--- config.mk ---
export PLATFORM = sky130hd
export DESIGN_NAME = rxf_top
export DESIGN_NICKNAME = d
export VERILOG_FILES = /design/src/rxf_pkg.sv /design/src/rxf_bit_sync.sv /design/src/rxf_decoder.sv /design/src/rxf_top.sv
export SDC_FILE = /design/constraint.sdc
export NUM_CORES = 1
export LEC_CHECK = 0
export ABC_AREA = 1
export BUFFER_PORTS_ARGS = -buffer_cell sky130_fd_sc_hd__buf_2
export CAP_MARGIN = 10
export CORE_MARGIN = 4
export CORE_UTILIZATION = 31
export DETAILED_ROUTE_END_ITERATION = 8
export PLACE_DENSITY = 0.45
export SYNTH_ARGS = -nofsm -noshare
export SYNTH_HDL_FRONTEND = slang
export SYNTH_SLANG_ARGS = --single-unit
export TNS_END_PERCENT = 20
--- constraint.sdc ---
create_clock -name mclk -period 8.15 [get_ports mclk]
set_input_delay 0.4075 -clock mclk [delete_from_list [all_inputs] [get_ports mclk]]
set_output_delay 0.4075 -clock mclk [all_outputs]
set_load 0.05 [all_outputs]
--- src/rxf_pkg.sv ---
// shared constants for the receive framer and decoder
package rxf_pkg;
	localparam int          NUM_CHANNELS = 4;
	localparam int          CHAR_W       = 10;
	localparam int          APB_AW       = 12;
	// three-level selects: low, mid (open), high; 2'h3 acts as high
	localparam logic [1:0]  SEL_LOW      = 2'h0;
	localparam logic [1:0]  SEL_MID      = 2'h1;
	// framing patterns, first received bit leftmost
	localparam logic [7:0]  COMMA_POS    = 8'h3e;
	localparam logic [7:0]  COMMA_NEG    = 8'hc1;
	localparam logic [9:0]  K285_NEG     = 10'h0fa;
	localparam logic [9:0]  K285_POS     = 10'h305;
	// framer timing, in bit periods, except ALT_RUN in patterns
	localparam logic [3:0]  LAST_BIT     = 4'h9;
	localparam logic [3:0]  HALF_CHAR    = 4'h5;
	localparam logic [1:0]  MAX_STRETCH  = 2'h2;
	localparam logic [5:0]  CHAR_SPAN    = 6'h0a;
	localparam logic [5:0]  MB_SPAN      = 6'h32;
	localparam logic [5:0]  SINCE_MAX    = 6'h3f;
	localparam logic [2:0]  ALT_RUN      = 3'h4;
	// status codes
	localparam logic [2:0]  STAT_DATA    = 3'h0;
	localparam logic [2:0]  STAT_SPECIAL = 3'h1;
	localparam logic [2:0]  STAT_FRAMING = 3'h3;
	localparam logic [2:0]  STAT_INVALID = 3'h7;
	// register map
	localparam logic [11:0] CTRL_OFS     = 12'h000;
	localparam logic [11:0] STAT_BASE    = 12'h010;
	localparam logic [31:0] CTRL_RESET   = 32'h0000_012b;
	localparam int          CTL_FEN      = 0;
	localparam int          CTL_FTYPE    = 1;
	localparam int          CTL_FSEL     = 3;
	localparam int          CTL_DMODE    = 5;
	localparam int          CTL_RATE     = 7;
	localparam int          CTL_CKSEL    = 8;
endpackage

--- src/rxf_bit_sync.sv ---
// three-stage synchroniser with agreement filter for line pins
`timescale 1ns/1ps
`default_nettype none
module rxf_bit_sync #(
	parameter int W = 2
) (
	input  wire logic         mclk,
	input  wire logic         reset,
	input  wire logic [W-1:0] din,
	output logic      [W-1:0] dout
);
	logic [W-1:0] s1;
	logic [W-1:0] s2;
	logic [W-1:0] s3;

	always_ff @(posedge mclk or posedge reset) begin
		if (reset) begin
			s1 <= '0;
			s2 <= '0;
			s3 <= '0;
		end else begin
			s1 <= din;
			s2 <= s1;
			s3 <= s2;
		end
	end

	// a bit changes only once two settled stages agree
	for (genvar b = 0; b < W; b++) begin : g_bit
		always_ff @(posedge mclk or posedge reset) begin
			if (reset) begin
				dout[b] <= 1'b0;
			end else if (s2[b] == s3[b]) begin
				dout[b] <= s3[b];
			end
		end
	end
endmodule
`default_nettype wire

--- src/rxf_decoder.sv ---
// combinational 10b to 8b character decoder with odd parity
`timescale 1ns/1ps
`default_nettype none
module rxf_decoder (
	input  wire logic [9:0] code,
	input  wire logic [1:0] mode,
	output logic      [9:0] data,
	output logic      [2:0] status,
	output logic            parity
);
	import rxf_pkg::*;

	logic [4:0] d5;
	logic [2:0] d3;
	logic       v6;
	logic       v4;
	logic       k28;
	logic       kalt;
	logic [7:0] kidx;

	always_comb begin
		d5 = 5'h00;
		v6 = 1'b1;
		k28 = 1'b0;
		case (code[9:4])
			6'h27, 6'h18: d5 = 5'h00;
			6'h1d, 6'h22: d5 = 5'h01;
			6'h2d, 6'h12: d5 = 5'h02;
			6'h31:        d5 = 5'h03;
			6'h35, 6'h0a: d5 = 5'h04;
			6'h29:        d5 = 5'h05;
			6'h19:        d5 = 5'h06;
			6'h38, 6'h07: d5 = 5'h07;
			6'h39, 6'h06: d5 = 5'h08;
			6'h25:        d5 = 5'h09;
			6'h15:        d5 = 5'h0a;
			6'h34:        d5 = 5'h0b;
			6'h0d:        d5 = 5'h0c;
			6'h2c:        d5 = 5'h0d;
			6'h1c:        d5 = 5'h0e;
			6'h17, 6'h28: d5 = 5'h0f;
			6'h1b, 6'h24: d5 = 5'h10;
			6'h23:        d5 = 5'h11;
			6'h13:        d5 = 5'h12;
			6'h32:        d5 = 5'h13;
			6'h0b:        d5 = 5'h14;
			6'h2a:        d5 = 5'h15;
			6'h1a:        d5 = 5'h16;
			6'h3a, 6'h05: d5 = 5'h17;
			6'h33, 6'h0c: d5 = 5'h18;
			6'h26:        d5 = 5'h19;
			6'h16:        d5 = 5'h1a;
			6'h36, 6'h09: d5 = 5'h1b;
			6'h0e:        d5 = 5'h1c;
			6'h2e, 6'h11: d5 = 5'h1d;
			6'h1e, 6'h21: d5 = 5'h1e;
			6'h2b, 6'h14: d5 = 5'h1f;
			6'h0f, 6'h30: begin
				d5 = 5'h1c;
				k28 = 1'b1;
			end
			default:      v6 = 1'b0;
		endcase
	end

	always_comb begin
		d3 = 3'h0;
		v4 = 1'b1;
		case (code[3:0])
			4'hb, 4'h4:             d3 = 3'h0;
			4'h9:                   d3 = 3'h1;
			4'h5:                   d3 = 3'h2;
			4'hc, 4'h3:             d3 = 3'h3;
			4'hd, 4'h2:             d3 = 3'h4;
			4'ha:                   d3 = 3'h5;
			4'h6:                   d3 = 3'h6;
			4'he, 4'h1, 4'h7, 4'h8: d3 = 3'h7;
			default:                v4 = 1'b0;
		endcase
		// positive-disparity K28 swaps the balanced sub-blocks
		if (code[9:4] == 6'h30 && (d3 == 3'h1 || d3 == 3'h2 || d3 == 3'h5 || d3 == 3'h6)) begin
			d3 = 3'h7 - d3;
		end
	end

	assign kalt = (code[3:0] == 4'h7 || code[3:0] == 4'h8) &&
		(d5 == 5'h17 || d5 == 5'h1b || d5 == 5'h1d || d5 == 5'h1e);

	always_comb begin
		kidx = {5'h00, d3};
		case (d5)
			5'h17:   kidx = 8'h08;
			5'h1b:   kidx = 8'h09;
			5'h1d:   kidx = 8'h0a;
			5'h1e:   kidx = 8'h0b;
			default: kidx = {5'h00, d3};
		endcase
	end

	always_comb begin
		data = {2'h0, d3, d5};
		status = STAT_DATA;
		if (mode == SEL_LOW) begin
			data = code;
		end else if (!(v6 && v4)) begin
			status = STAT_INVALID;
		end else if (k28 || kalt) begin
			data = (mode == SEL_MID) ? {2'h0, kidx} : {2'h0, d3, d5};
			status = (k28 && d3 == 3'h5) ? STAT_FRAMING : STAT_SPECIAL;
		end
	end

	assign parity = ~^data;
endmodule
`default_nettype wire

--- src/rxf_top.sv ---
// four-channel receive framer and decoder with apb control
//
// Behaviour
// - Framer searches every bit offset for the framing pattern while enabled.
// - Pattern select: low reserved, mid eight-bit comma, high full K28.5.
// - Detected pattern position sets the boundary for all following characters.
// - Global framer enable low: no bit pattern changes any channel boundary.
// - Global framer enable high: chosen framer type runs on all channels.
// - Low-latency type aligns by stretching the character clock.
// - Low-latency type starts aligning on the first detection.
// - Low-latency stretch adds at most two bit periods per character.
// - Character-rate clock: framed output within nine character clocks.
// - Half-rate clock: framed output within fourteen character clocks.
// - Mid type: realign after two detections within 50 bits, same boundary.
// - High type: realign after four consecutive patterns on one boundary.
// - Decoded data characters report status 000.
// - Decoded special characters report status 001; others use other codes.
// - Decoder mode low passes raw 10-bit characters through.
// - Decoder mode mid maps specials through the vendor column.
// - Decoder mode high maps specials through the alternate column.
// - Odd parity accompanies each output character.
// - Comma compare uses eight bits, not seven.
//
// Added by the designer: the placing of the registers and the APB register port.
`timescale 1ns/1ps
`default_nettype none
module rxf_top #(
	parameter int NCH = rxf_pkg::NUM_CHANNELS
) (
	input  wire logic                          mclk,
	input  wire logic                          reset,
	input  wire logic                          psel,
	input  wire logic                          penable,
	input  wire logic                          pwrite,
	input  wire logic [rxf_pkg::APB_AW-1:0]    paddr,
	input  wire logic [31:0]                   pwdata,
	output logic      [31:0]                   prdata,
	output logic                               pready,
	output logic                               pslverr,
	input  wire logic [NCH-1:0]                rx_serial_data,
	input  wire logic [NCH-1:0]                rx_serial_clock,
	output logic      [NCH*rxf_pkg::CHAR_W-1:0] char_data,
	output logic      [NCH*3-1:0]              channel_status_code,
	output logic      [NCH-1:0]                char_parity,
	output logic      [NCH-1:0]                char_valid,
	output logic      [NCH-1:0]                recovered_clock_output
);
	import rxf_pkg::*;

	logic        framer_global_enable;
	logic [1:0]  framer_type_select;
	logic [1:0]  framing_pattern_select;
	logic [1:0]  decoder_mode_select;
	logic        output_clock_rate_select;
	logic [1:0]  output_clock_source_select;
	logic [31:0] ctrl_word;
	logic [31:0] stat_word [NCH];
	logic [31:0] rd_word;
	logic        rd_hit;
	logic        wr_ctrl;

	// zero-wait slave: data is registered in the setup cycle
	assign pready = 1'b1;
	assign wr_ctrl = psel && penable && pwrite && (paddr == CTRL_OFS);

	always_ff @(posedge mclk or posedge reset) begin
		if (reset) begin
			framer_global_enable <= CTRL_RESET[CTL_FEN];
			framer_type_select <= CTRL_RESET[CTL_FTYPE +: 2];
			framing_pattern_select <= CTRL_RESET[CTL_FSEL +: 2];
			decoder_mode_select <= CTRL_RESET[CTL_DMODE +: 2];
			output_clock_rate_select <= CTRL_RESET[CTL_RATE];
			output_clock_source_select <= CTRL_RESET[CTL_CKSEL +: 2];
		end else if (wr_ctrl) begin
			// framer type chosen for all channels
			framer_global_enable <= pwdata[CTL_FEN];
			framer_type_select <= pwdata[CTL_FTYPE +: 2];
			framing_pattern_select <= pwdata[CTL_FSEL +: 2];
			decoder_mode_select <= pwdata[CTL_DMODE +: 2];
			output_clock_rate_select <= pwdata[CTL_RATE];
			output_clock_source_select <= pwdata[CTL_CKSEL +: 2];
		end
	end

	always_comb begin
		ctrl_word = 32'h0000_0000;
		ctrl_word[CTL_FEN] = framer_global_enable;
		ctrl_word[CTL_FTYPE +: 2] = framer_type_select;
		ctrl_word[CTL_FSEL +: 2] = framing_pattern_select;
		ctrl_word[CTL_DMODE +: 2] = decoder_mode_select;
		ctrl_word[CTL_RATE] = output_clock_rate_select;
		ctrl_word[CTL_CKSEL +: 2] = output_clock_source_select;
	end

	always_comb begin
		rd_word = 32'h0000_0000;
		rd_hit = (paddr == CTRL_OFS);
		if (paddr == CTRL_OFS) begin
			rd_word = ctrl_word;
		end
		for (int c = 0; c < NCH; c++) begin
			if (paddr == STAT_BASE + APB_AW'(c * 4)) begin
				rd_word = stat_word[c];
				rd_hit = 1'b1;
			end
		end
	end

	// status words are read-only; writes to them or unmapped addresses error
	always_ff @(posedge mclk or posedge reset) begin
		if (reset) begin
			prdata <= 32'h0000_0000;
			pslverr <= 1'b0;
		end else if (psel && !penable) begin
			prdata <= pwrite ? 32'h0000_0000 : rd_word;
			pslverr <= !rd_hit || (pwrite && paddr != CTRL_OFS);
		end
	end

	for (genvar g = 0; g < NCH; g++) begin : g_ch
		logic [1:0] line_q;
		logic       line_clk_q;
		logic       bit_tick;
		logic       fresh;
		logic [9:0] shifter;
		logic [3:0] bit_pos;
		logic [3:0] stretch_left;
		logic [1:0] stretch_used;
		logic [5:0] since_det;
		logic [2:0] run_len;
		logic       match;
		logic       det;
		logic       ll_mode;
		logic       on_boundary;
		logic       repeat_ok;
		logic       realign;
		logic       hold;
		logic       char_strobe;
		logic [9:0] dec_data;
		logic [2:0] dec_status;
		logic       dec_parity;
		logic [9:0] out_data;
		logic [2:0] out_status;
		logic       out_parity;
		logic       out_valid;
		logic       out_clk;
		logic       aligned;
		logic [7:0] realign_cnt;

		rxf_bit_sync #(
			.W (2)
		) u_sync (
			.mclk  (mclk),
			.reset (reset),
			.din   ({rx_serial_clock[g], rx_serial_data[g]}),
			.dout  (line_q)
		);

		assign bit_tick = line_q[1] && !line_clk_q;

		always_ff @(posedge mclk or posedge reset) begin
			if (reset) begin
				line_clk_q <= 1'b0;
				fresh <= 1'b0;
				shifter <= 10'h000;
			end else begin
				line_clk_q <= line_q[1];
				fresh <= bit_tick;
				if (bit_tick) begin
					shifter <= {shifter[8:0], line_q[0]};
				end
			end
		end

		always_comb begin
			match = 1'b0;
			case (framing_pattern_select)
				SEL_LOW: match = 1'b0;
				SEL_MID: match = (shifter[9:2] == COMMA_POS) || (shifter[9:2] == COMMA_NEG);
				default: match = (shifter == K285_NEG) || (shifter == K285_POS);
			endcase
		end

		assign det = fresh && match && framer_global_enable;
		assign ll_mode = (framer_type_select == SEL_LOW);
		assign on_boundary = (bit_pos == LAST_BIT);

		always_comb begin
			repeat_ok = 1'b0;
			case (framer_type_select)
				SEL_LOW: repeat_ok = 1'b0;
				SEL_MID: repeat_ok = (since_det != 6'h00) && (since_det <= MB_SPAN) &&
					((since_det % CHAR_SPAN) == 6'h00);
				default: repeat_ok = (since_det == CHAR_SPAN) && (run_len >= ALT_RUN - 3'h1);
			endcase
		end

		assign realign = det && repeat_ok;
		// two bit periods per character at most
		assign hold = fresh && (bit_pos == 4'h0) && (stretch_left != 4'h0) &&
			(stretch_used < MAX_STRETCH);

		always_ff @(posedge mclk or posedge reset) begin
			if (reset) begin
				bit_pos <= 4'h0;
				stretch_left <= 4'h0;
				stretch_used <= 2'h0;
			end else if (fresh) begin
				if (realign) begin
					bit_pos <= 4'h0;
					stretch_left <= 4'h0;
					stretch_used <= 2'h0;
				end else if (hold) begin
					stretch_left <= stretch_left - 4'h1;
					stretch_used <= stretch_used + 2'h1;
				end else begin
					bit_pos <= on_boundary ? 4'h0 : bit_pos + 4'h1;
					if (on_boundary) begin
						stretch_used <= 2'h0;
					end
					if (det && ll_mode) begin
						stretch_left <= on_boundary ? 4'h0 : bit_pos + 4'h1;
					end
				end
			end
		end

		// bit distance since the previous detection, zero until one is seen
		always_ff @(posedge mclk or posedge reset) begin
			if (reset) begin
				since_det <= 6'h00;
				run_len <= 3'h0;
			end else if (fresh) begin
				if (det) begin
					since_det <= 6'h01;
					if (since_det != CHAR_SPAN) begin
						run_len <= 3'h1;
					end else if (run_len != 3'h7) begin
						run_len <= run_len + 3'h1;
					end
				end else if (since_det != 6'h00 && since_det != SINCE_MAX) begin
					since_det <= since_det + 6'h01;
				end
			end
		end

		rxf_decoder u_dec (
			.code   (shifter),
			.mode   (decoder_mode_select),
			.data   (dec_data),
			.status (dec_status),
			.parity (dec_parity)
		);

		assign char_strobe = fresh && (on_boundary || realign);

		always_ff @(posedge mclk or posedge reset) begin
			if (reset) begin
				out_valid <= 1'b0;
				out_data <= 10'h000;
				out_status <= STAT_DATA;
				out_parity <= 1'b1;
			end else begin
				out_valid <= char_strobe;
				if (char_strobe) begin
					out_data <= dec_data;
					out_status <= dec_status;
					out_parity <= dec_parity;
				end
			end
		end

		// held bit zero widens the high phase, so stretch shows on the clock
		always_ff @(posedge mclk or posedge reset) begin
			if (reset) begin
				out_clk <= 1'b0;
			end else if (output_clock_rate_select) begin
				if (char_strobe) begin
					out_clk <= !out_clk;
				end
			end else begin
				out_clk <= (bit_pos < HALF_CHAR);
			end
		end

		always_ff @(posedge mclk or posedge reset) begin
			if (reset) begin
				aligned <= 1'b0;
				realign_cnt <= 8'h00;
			end else if (det) begin
				aligned <= on_boundary || realign;
				if (!on_boundary && (realign || ll_mode)) begin
					realign_cnt <= realign_cnt + 8'h01;
				end
			end
		end

		assign stat_word[g] = {8'h00, realign_cnt, 1'b0, aligned, out_parity, out_status,
			out_data};
		assign char_data[g*CHAR_W +: CHAR_W] = out_data;
		assign channel_status_code[g*3 +: 3] = out_status;
		assign char_parity[g] = out_parity;
		assign char_valid[g] = out_valid;
		assign recovered_clock_output[g] = out_clk;
	end
endmodule
`default_nettype wire

==> results of run 1 <==
[placed cells by master, fill, tap and decap left out, drive strengths merged, types with 54 or more instances in the layout]
cell / synthesis / layout
a21oi: 68 / 68
buf: 48 / 136
dfrtp: 281 / 281
ha: 54 / 54
inv: 337 / 338
nand2: 859 / 859
nand3: 207 / 207
nand4: 60 / 60
nor2: 313 / 313
o21ai: 262 / 262
[final timing paths]
check | start | to | cells after the start
worst min register to register | g_ch[1].u_sync.s1[0] | g_ch[1].u_sync.s2[0] | 0
min in group mclk | pwdata[8] | output_clock_source_select[0] | 2
worst max-delay path | g_ch[2].shifter[8] | g_ch[2].out_status[1] | 11
max in group asynchronous | reset | g_ch[3].u_sync.s2[1] | 4
worst max register to register | g_ch[2].shifter[8] | g_ch[2].out_status[1] | 11
worst min-delay path | reset | g_ch[2].stretch_left[0] | 3
[flip-flops by register name, indices dropped and copies added, names as in the netlist, 4 cells and up]
signal and cells:
g_ch.u_sync.s2 8, g_ch.out_status 12, g_ch.shifter 40, g_ch.u_sync.s3 8, g_ch.u_sync.s1 8, g_ch.out_valid 4, g_ch.out_clk 4, g_ch.fresh 4
g_ch.realign_cnt 32, g_ch.stretch_used 8, g_ch.since_det 24, g_ch.line_clk_q 4, g_ch.out_parity 4, g_ch.stretch_left 16, g_ch.u_sync.dout 8, g_ch.bit_pos 16
prdata 23, g_ch.out_data 40, g_ch.aligned 4, g_ch.run_len 12
[cell families after synthesis]
family / share of synthesized area (%)
multiplexers: 0.224
AND/OR/NAND/NOR: 33.2
AO/OA/AOI/OAI: 14.6
flip-flops: 37.1
other: 0.0384
buffers and inverters: 9.03
adder cells (fa/ha/maj): 3.86
XOR/XNOR: 1.92
[per-layer routing]
layer  track usage, %  routed length (um)  up-vias  part of all wire (%)
met4             5.94                2030        0                   3.0
met2             29.9               28500      539                    43
met1             29.0               32500     9125                    49
met3             2.96                3860       99                   5.8
met5                0                   0        -                     0
li1                 -                   -     9514                     -
[where the power goes]
group	total, mW	internal [mW]	switching (mW)	leakage (nW)
clock	1.86	1.15	0.704	0.680
combinational	2.58	0.693	1.89	7.02
sequential	1.96	1.65	0.315	3.84
[cells in the mapped netlist, types with 4 or more instances]
| master | instances |
|---|---|
| a211oi_1 | 8 |
| a21oi_1 | 67 |
| a221oi_1 | 8 |
| a22o_1 | 6 |
| a22oi_1 | 5 |
| a31oi_1 | 10 |
| buf_2 | 17 |
| buf_4 | 26 |
| clkbuf_1 | 46 |
| clkinv_1 | 4 |
| dfrtp_1 | 281 |
| dfstp_2 | 9 |
| ha_1 | 54 |
| inv_1 | 322 |
| inv_2 | 15 |
| maj3_1 | 8 |
| nand2_1 | 849 |
| nand2_2 | 9 |
| nand3_1 | 201 |
| nand3_2 | 6 |
| nand3b_1 | 5 |
| nand4_1 | 58 |
| nor2_1 | 281 |
| nor2_2 | 20 |
| nor2_4 | 12 |
| nor3_1 | 42 |
| nor3b_1 | 6 |
| nor4_1 | 12 |
| o211ai_1 | 40 |
| o21ai_0 | 243 |
| o21ai_1 | 16 |
| o21bai_1 | 5 |
| o221ai_1 | 10 |
| o22ai_1 | 22 |
| o31ai_1 | 21 |
| or2_2 | 4 |
| xnor2_1 | 9 |
| xor2_1 | 34 |
[layout make-up]
class                           instances  area [um^2]
Fill cell                            6656        39700
Tap cell                              837         1050
Clock buffer                           51         1110
Inverter                              341         1280
Antenna cell                            1         2.50
Sequential cell                       290         7270
Clock inverter                         19          273
Timing Repair Buffer                  144          821
Multi-Input combinational cell       2123        10600
[worst max-delay path, cell delays in order (launching register included)]
cell	delay, ns
dfrtp_1	0.48
nor2_1	0.65
inv_1	0.26
o41ai_1	0.57
a21oi_1	0.20
nor4_2	0.38
nand2_1	0.20
nand2_1	0.20
nand2_1	0.50
clkinv_1	0.39
nand3_1	0.13
o211ai_1	0.13
[timing repair]
item | CTS | global route
hold endpoints to repair | 8 | 0
setup buffers | 0 | 0
hold buffers | 8 | 0
gates resized for setup | 0 | 0
[stage by stage]
stage / setup slack, ns / hold slack (ns) / cell area [um^2]
2_1_floorplan: 3.90 / 0.331 / 19600
3_3_place_gp: 4.15 / 0.333 / 20900
3_5_place_dp: 4.10 / 0.335 / 20900
4_1_cts: 4.05 / 0.0484 / 22400
5_1_grt: 3.53 / 0.0724 / 22400
6_report: 3.93 / 0.0702 / 22400
==> metrics.yaml, run 1 <==
crit_path_max_fanout: 24
p_leak_nw: 11.5
routed_via_density: 5.06
yosys_most_used_dff: "dfrtp_1"
dp.cells: 3725
hpwl_um: 50900
clk_pin_slew_ns: 0.06
cts_buffer_depth: 3
root_buffer: "clkbuf_16"
vias: 19300
required_ns: 8.62
seq_area_frac_synth_pct: 37.1
cts_buffers: 39
synth_enable_flop_cells: 0
ys_warn_count: 0
die_w_um: 259
ir_worst_vdd_v: 0.000202
period_share_pct: 51.8
setup.worst_path.class: "flip-flop to flip-flop"
max-slew-margin-rel_pct: 29.5
skew_ns: 0.0146
grt_use_total_pct: 19.7
grt-ovfl-total: 0
maxCapViolCount: 0
htree_levels: 2
routed_wl_um: 67000
hold_viol: 0
yosys-top-cells-area: "dfrtp_1, nand2_1, o21ai_0, inv_1, nor2_1"
portBuffers: 122
hp-class: "input port to async pin"
setup_tns_ns: 0
stdcell_count: 3806
clock_sinks: 290
wl_per_cell_um: 17.6
utilization_pct: 36.1
rows: 91
grt_pass1_wl_um: 105000
power_mw: 6.40
power.density_mw_per_mm2: 286
drv_slew: 0
nets: 3050
ios: 155
start_kind: "flip-flop"
tightest_slew_ns: 1.06
arrival_ns: 4.69
ys_types: 67
syn_inst: 2840
status: "finished clean"
synth-async-reset-ratio_pct: 100
fp.dieArea_mm2: 0.0672
avgSynthCellArea_um2: 6.89
tritoncts: "built"
ant_nets: 0
place_congestion: 0.908
final-setup-viol-count: 0
layout-drive-gt1-share_pct: 9.94
floorplan.initialDensity_pct: 31.5
endpoint_kind: "flip-flop"
synth_top_area_share_pct: 35.9
antenna_found_initial: 3
drtPass1Iterations: 5
netlist_area_mm2: 0.0196
grt_pass1_vias: 18400
yosysTopAreaCell: "dfrtp_1"
drc: 0
reg2reg_slack_ns: 3.93
ys_ff_latch: 290
coreArea_mm2: 0.0621
grt_max_degree: 173
grt_setup_unrepaired: "false"
clk_latency_ns: 0.57
syn_to_final_growth_pct: 14.4
die_y_um: 259
clock.fmax_mhz: 237
drt_iter0_drc: 1343
layout_min_cycle_time_ns: 4.22
No activity file was read; power rests on OpenSTA's default activity.
==> run 2: changes to the inputs <==
Settings changed: ABC_AREA 1 to 0, PLACE_DENSITY 0.45 to 0.44.
Clock period 8.15 ns to 4.3 ns, I/O delays scaled along.
==> run 2 against run 1 <==
Compared with the run above:
- sequential cell count is the same
- clock power grew 78%
- clock-buffer cell count grew 1
- hold slack lost 0.012 ns
- worst setup slack lost 3.2 ns
- core utilization shrank 0.14 points
- maximum frequency grew 18%
- via count shrank 17%
- combinational power grew 130%
- sequential power grew 100%
- critical endpoint is now g_ch[2].realign_cnt[7]
==> metrics.yaml, run 2 <==
status: "finished clean"
fp.dieArea_mm2: 0.0637
cts_buffer_depth: 3
clock_sinks: 290
drtPass1Iterations: 5
cts_setup_buffers: 0
dp.cells: 2892
grt_setup_unrepaired: "false"
endpoint_kind: "flip-flop"
layout-drive-gt1-share_pct: 15.9
portBuffers: 122
drv_slew: 0
max-slew-margin-rel_pct: 32.8
power.density_mw_per_mm2: 620
syn_to_final_growth_pct: 14.6
clk_pin_slew_ns: 0.06
vias: 16000
dpl_cell_area_mm2: 0.0197
required_ns: 4.74
rows: 89
start_kind: "flip-flop"
ys_ff_latch: 290
reg2reg_slack_ns: 0.71
antenna_found_initial: 1
ys_warn_count: 0
p_leak_nw: 9.24
n_fill_cell: 6070
routed_wl_um: 57300
final_common_cell: "dfrtp_1"
floorplan.initialDensity_pct: 31.4
place_congestion: 0.847
grt-ovfl-total: 0
cts_buffers: 37
drc: 0
clk_latency_ns: 0.56
avgSynthCellArea_um2: 8.73
syn_inst: 2122
utilization_pct: 35.9
tightest_slew_ns: 1.00
grt_max_degree: 150
coreArea_mm2: 0.0590
crit_path_max_fanout: 25
reg2reg_depth: 10
tritoncts: "built"
ys_types: 89
yosys-top-cells-area: "dfrtp_1, o21ai_0, nand2_1, mux2_2, ha_1"
final-setup-viol-count: 0
synth_top_area_share_pct: 38.0
reg_top3: "g_ch.out_data (40), g_ch.shifter (40), g_ch.realign_cnt (32)"
antenna_cells: 0
final_cell_mix: "dfrtp_1, nand2_1, o21ai_0, buf_2, nor2_1"
crit_end: "g_ch[2].realign_cnt[7]"
pre_cts_ws_ns: 0.728
die_w_um: 252
routed_via_density: 5.38
netlist_area_mm2: 0.0185
hp-class: "input port to flip-flop"
stdcell_count: 2977
die_y_um: 252
htree_levels: 2
ant_nets: 0
hold_viol: 0
yosys_most_used_dff: "dfrtp_1"
drt_iter0_drc: 1451
fin_hold_ws_ns: 0.0582
power_mw: 13.2
setup_tns_ns: 0
skew_ns: 0.0197
grt_pass1_vias: 15000
grt_pass1_wl_um: 89600
wl_per_cell_um: 19.3
synthTopCellsByCount: "dfrtp_1, nand2_1, o21ai_0"
period_share_pct: 83.5
maxCapViolCount: 0
cts_hold_buffers: 19
post-synth-top-count-cell: "dfrtp_1"
hpwl_um: 41400
layout_min_cycle_time_ns: 3.59
r2r_start: "g_ch[2].shifter[5]"
ios: 155
clock.fmax_mhz: 279
r2r_end: "g_ch[2].realign_cnt[7]"
seq_area_frac_synth_pct: 39.3
startpoint: "g_ch[2].shifter[5]"
synth-async-reset-ratio_pct: 100
design_area_mm2: 0.0212
setup_ws_ns: 0.710
setup.worst_path.class: "flip-flop to flip-flop"
ir_worst_vdd_v: 0.000306
arrival_ns: 4.03
yosysTopAreaCell: "dfrtp_1"
root_buffer: "clkbuf_16"
nets: 2288
grt_use_total_pct: 17.6
synth_enable_flop_cells: 0
cts_resized: 0
==> run 2: changes by cell type after synthesis, sizes merged, moves of 25 or more <==
cell,previous run,this run
nand2,859,236
inv,337,85
nor2,313,122
nand3,207,60
clkbuf,46,138
o21ai,262,186
mux2,3,74
xnor2,9,74
nand4,60,18
a21oi,68,109
nand2b,0,40
nor2b,0,31
o211ai,40,15
==> run 2: cell type report <==
cell class / count / area, um^2 / share of cell area (%)
Clock inverter: 14 / 201 / 0.949
Inverter: 86 / 327 / 1.54
Tap cell: 773 / 967 / 4.56
Sequential cell: 290 / 7270 / 34.3
Timing Repair Buffer: 194 / 1220 / 5.77
Clock buffer: 52 / 1080 / 5.11
Multi-Input combinational cell: 1568 / 10100 / 47.8
==> run 2: cell families after synthesis <==
kind of cell             synth area share, %
AND/OR/NAND/NOR                         18.4
AO/OA/AOI/OAI                           21.1
flip-flops                              39.3
buffers and inverters                   6.16
XOR/XNOR                                5.19
multiplexers                            5.64
adder cells (fa/ha/maj)                 4.14
other                                 0.0406
==> run 2: worst min-delay path by stage <==
stage / start / to / slack (ns) / depth (start not counted)
floorplan: rx_serial_data[0] / g_ch[0].u_sync.s1[0] / 0.25 / 0
CTS: pwrite / pslverr / 0.003 / 3
finish: pwrite / pslverr / 0.06 / 3
global placement: reset / g_ch[1].stretch_left[1] / 0.20 / 2
detailed placement: reset / g_ch[1].stretch_left[1] / 0.19 / 2
global route: pwrite / pslverr / 0.04 / 3
==> run 2: report_power, final <==
| group | internal [mW] | total (mW) | switching [mW] |
|---|---|---|---|
| clock network | 2.06 | 3.32 | 1.26 |
| registers | 3.15 | 3.99 | 0.832 |
| logic | 2.29 | 5.86 | 3.57 |
==> run 2: worst max-delay path: stages (launching register included) <==
cell and delay [ns]:
dfrtp_1 0.64, nor4_1 0.69, nand2_1 0.26, nor3_1 0.27, o21bai_1 0.22, o2111ai_1 0.32
nor2_1 0.39, and2_1 0.22, and3_1 0.23, nand3_1 0.11, xnor2_1 0.13
==> run 2: layer usage <==
| metal | global-route usage, % | routed length [um] | up-vias |
|---|---|---|---|
| li1 | - | - | 7730 |
| met1 | 26.2 | 27700 | 7788 |
| met2 | 25.4 | 24300 | 422 |
| met3 | 4.49 | 4050 | 71 |
| met4 | 4.41 | 1340 | 0 |
| met5 | 0 | 0 | - |
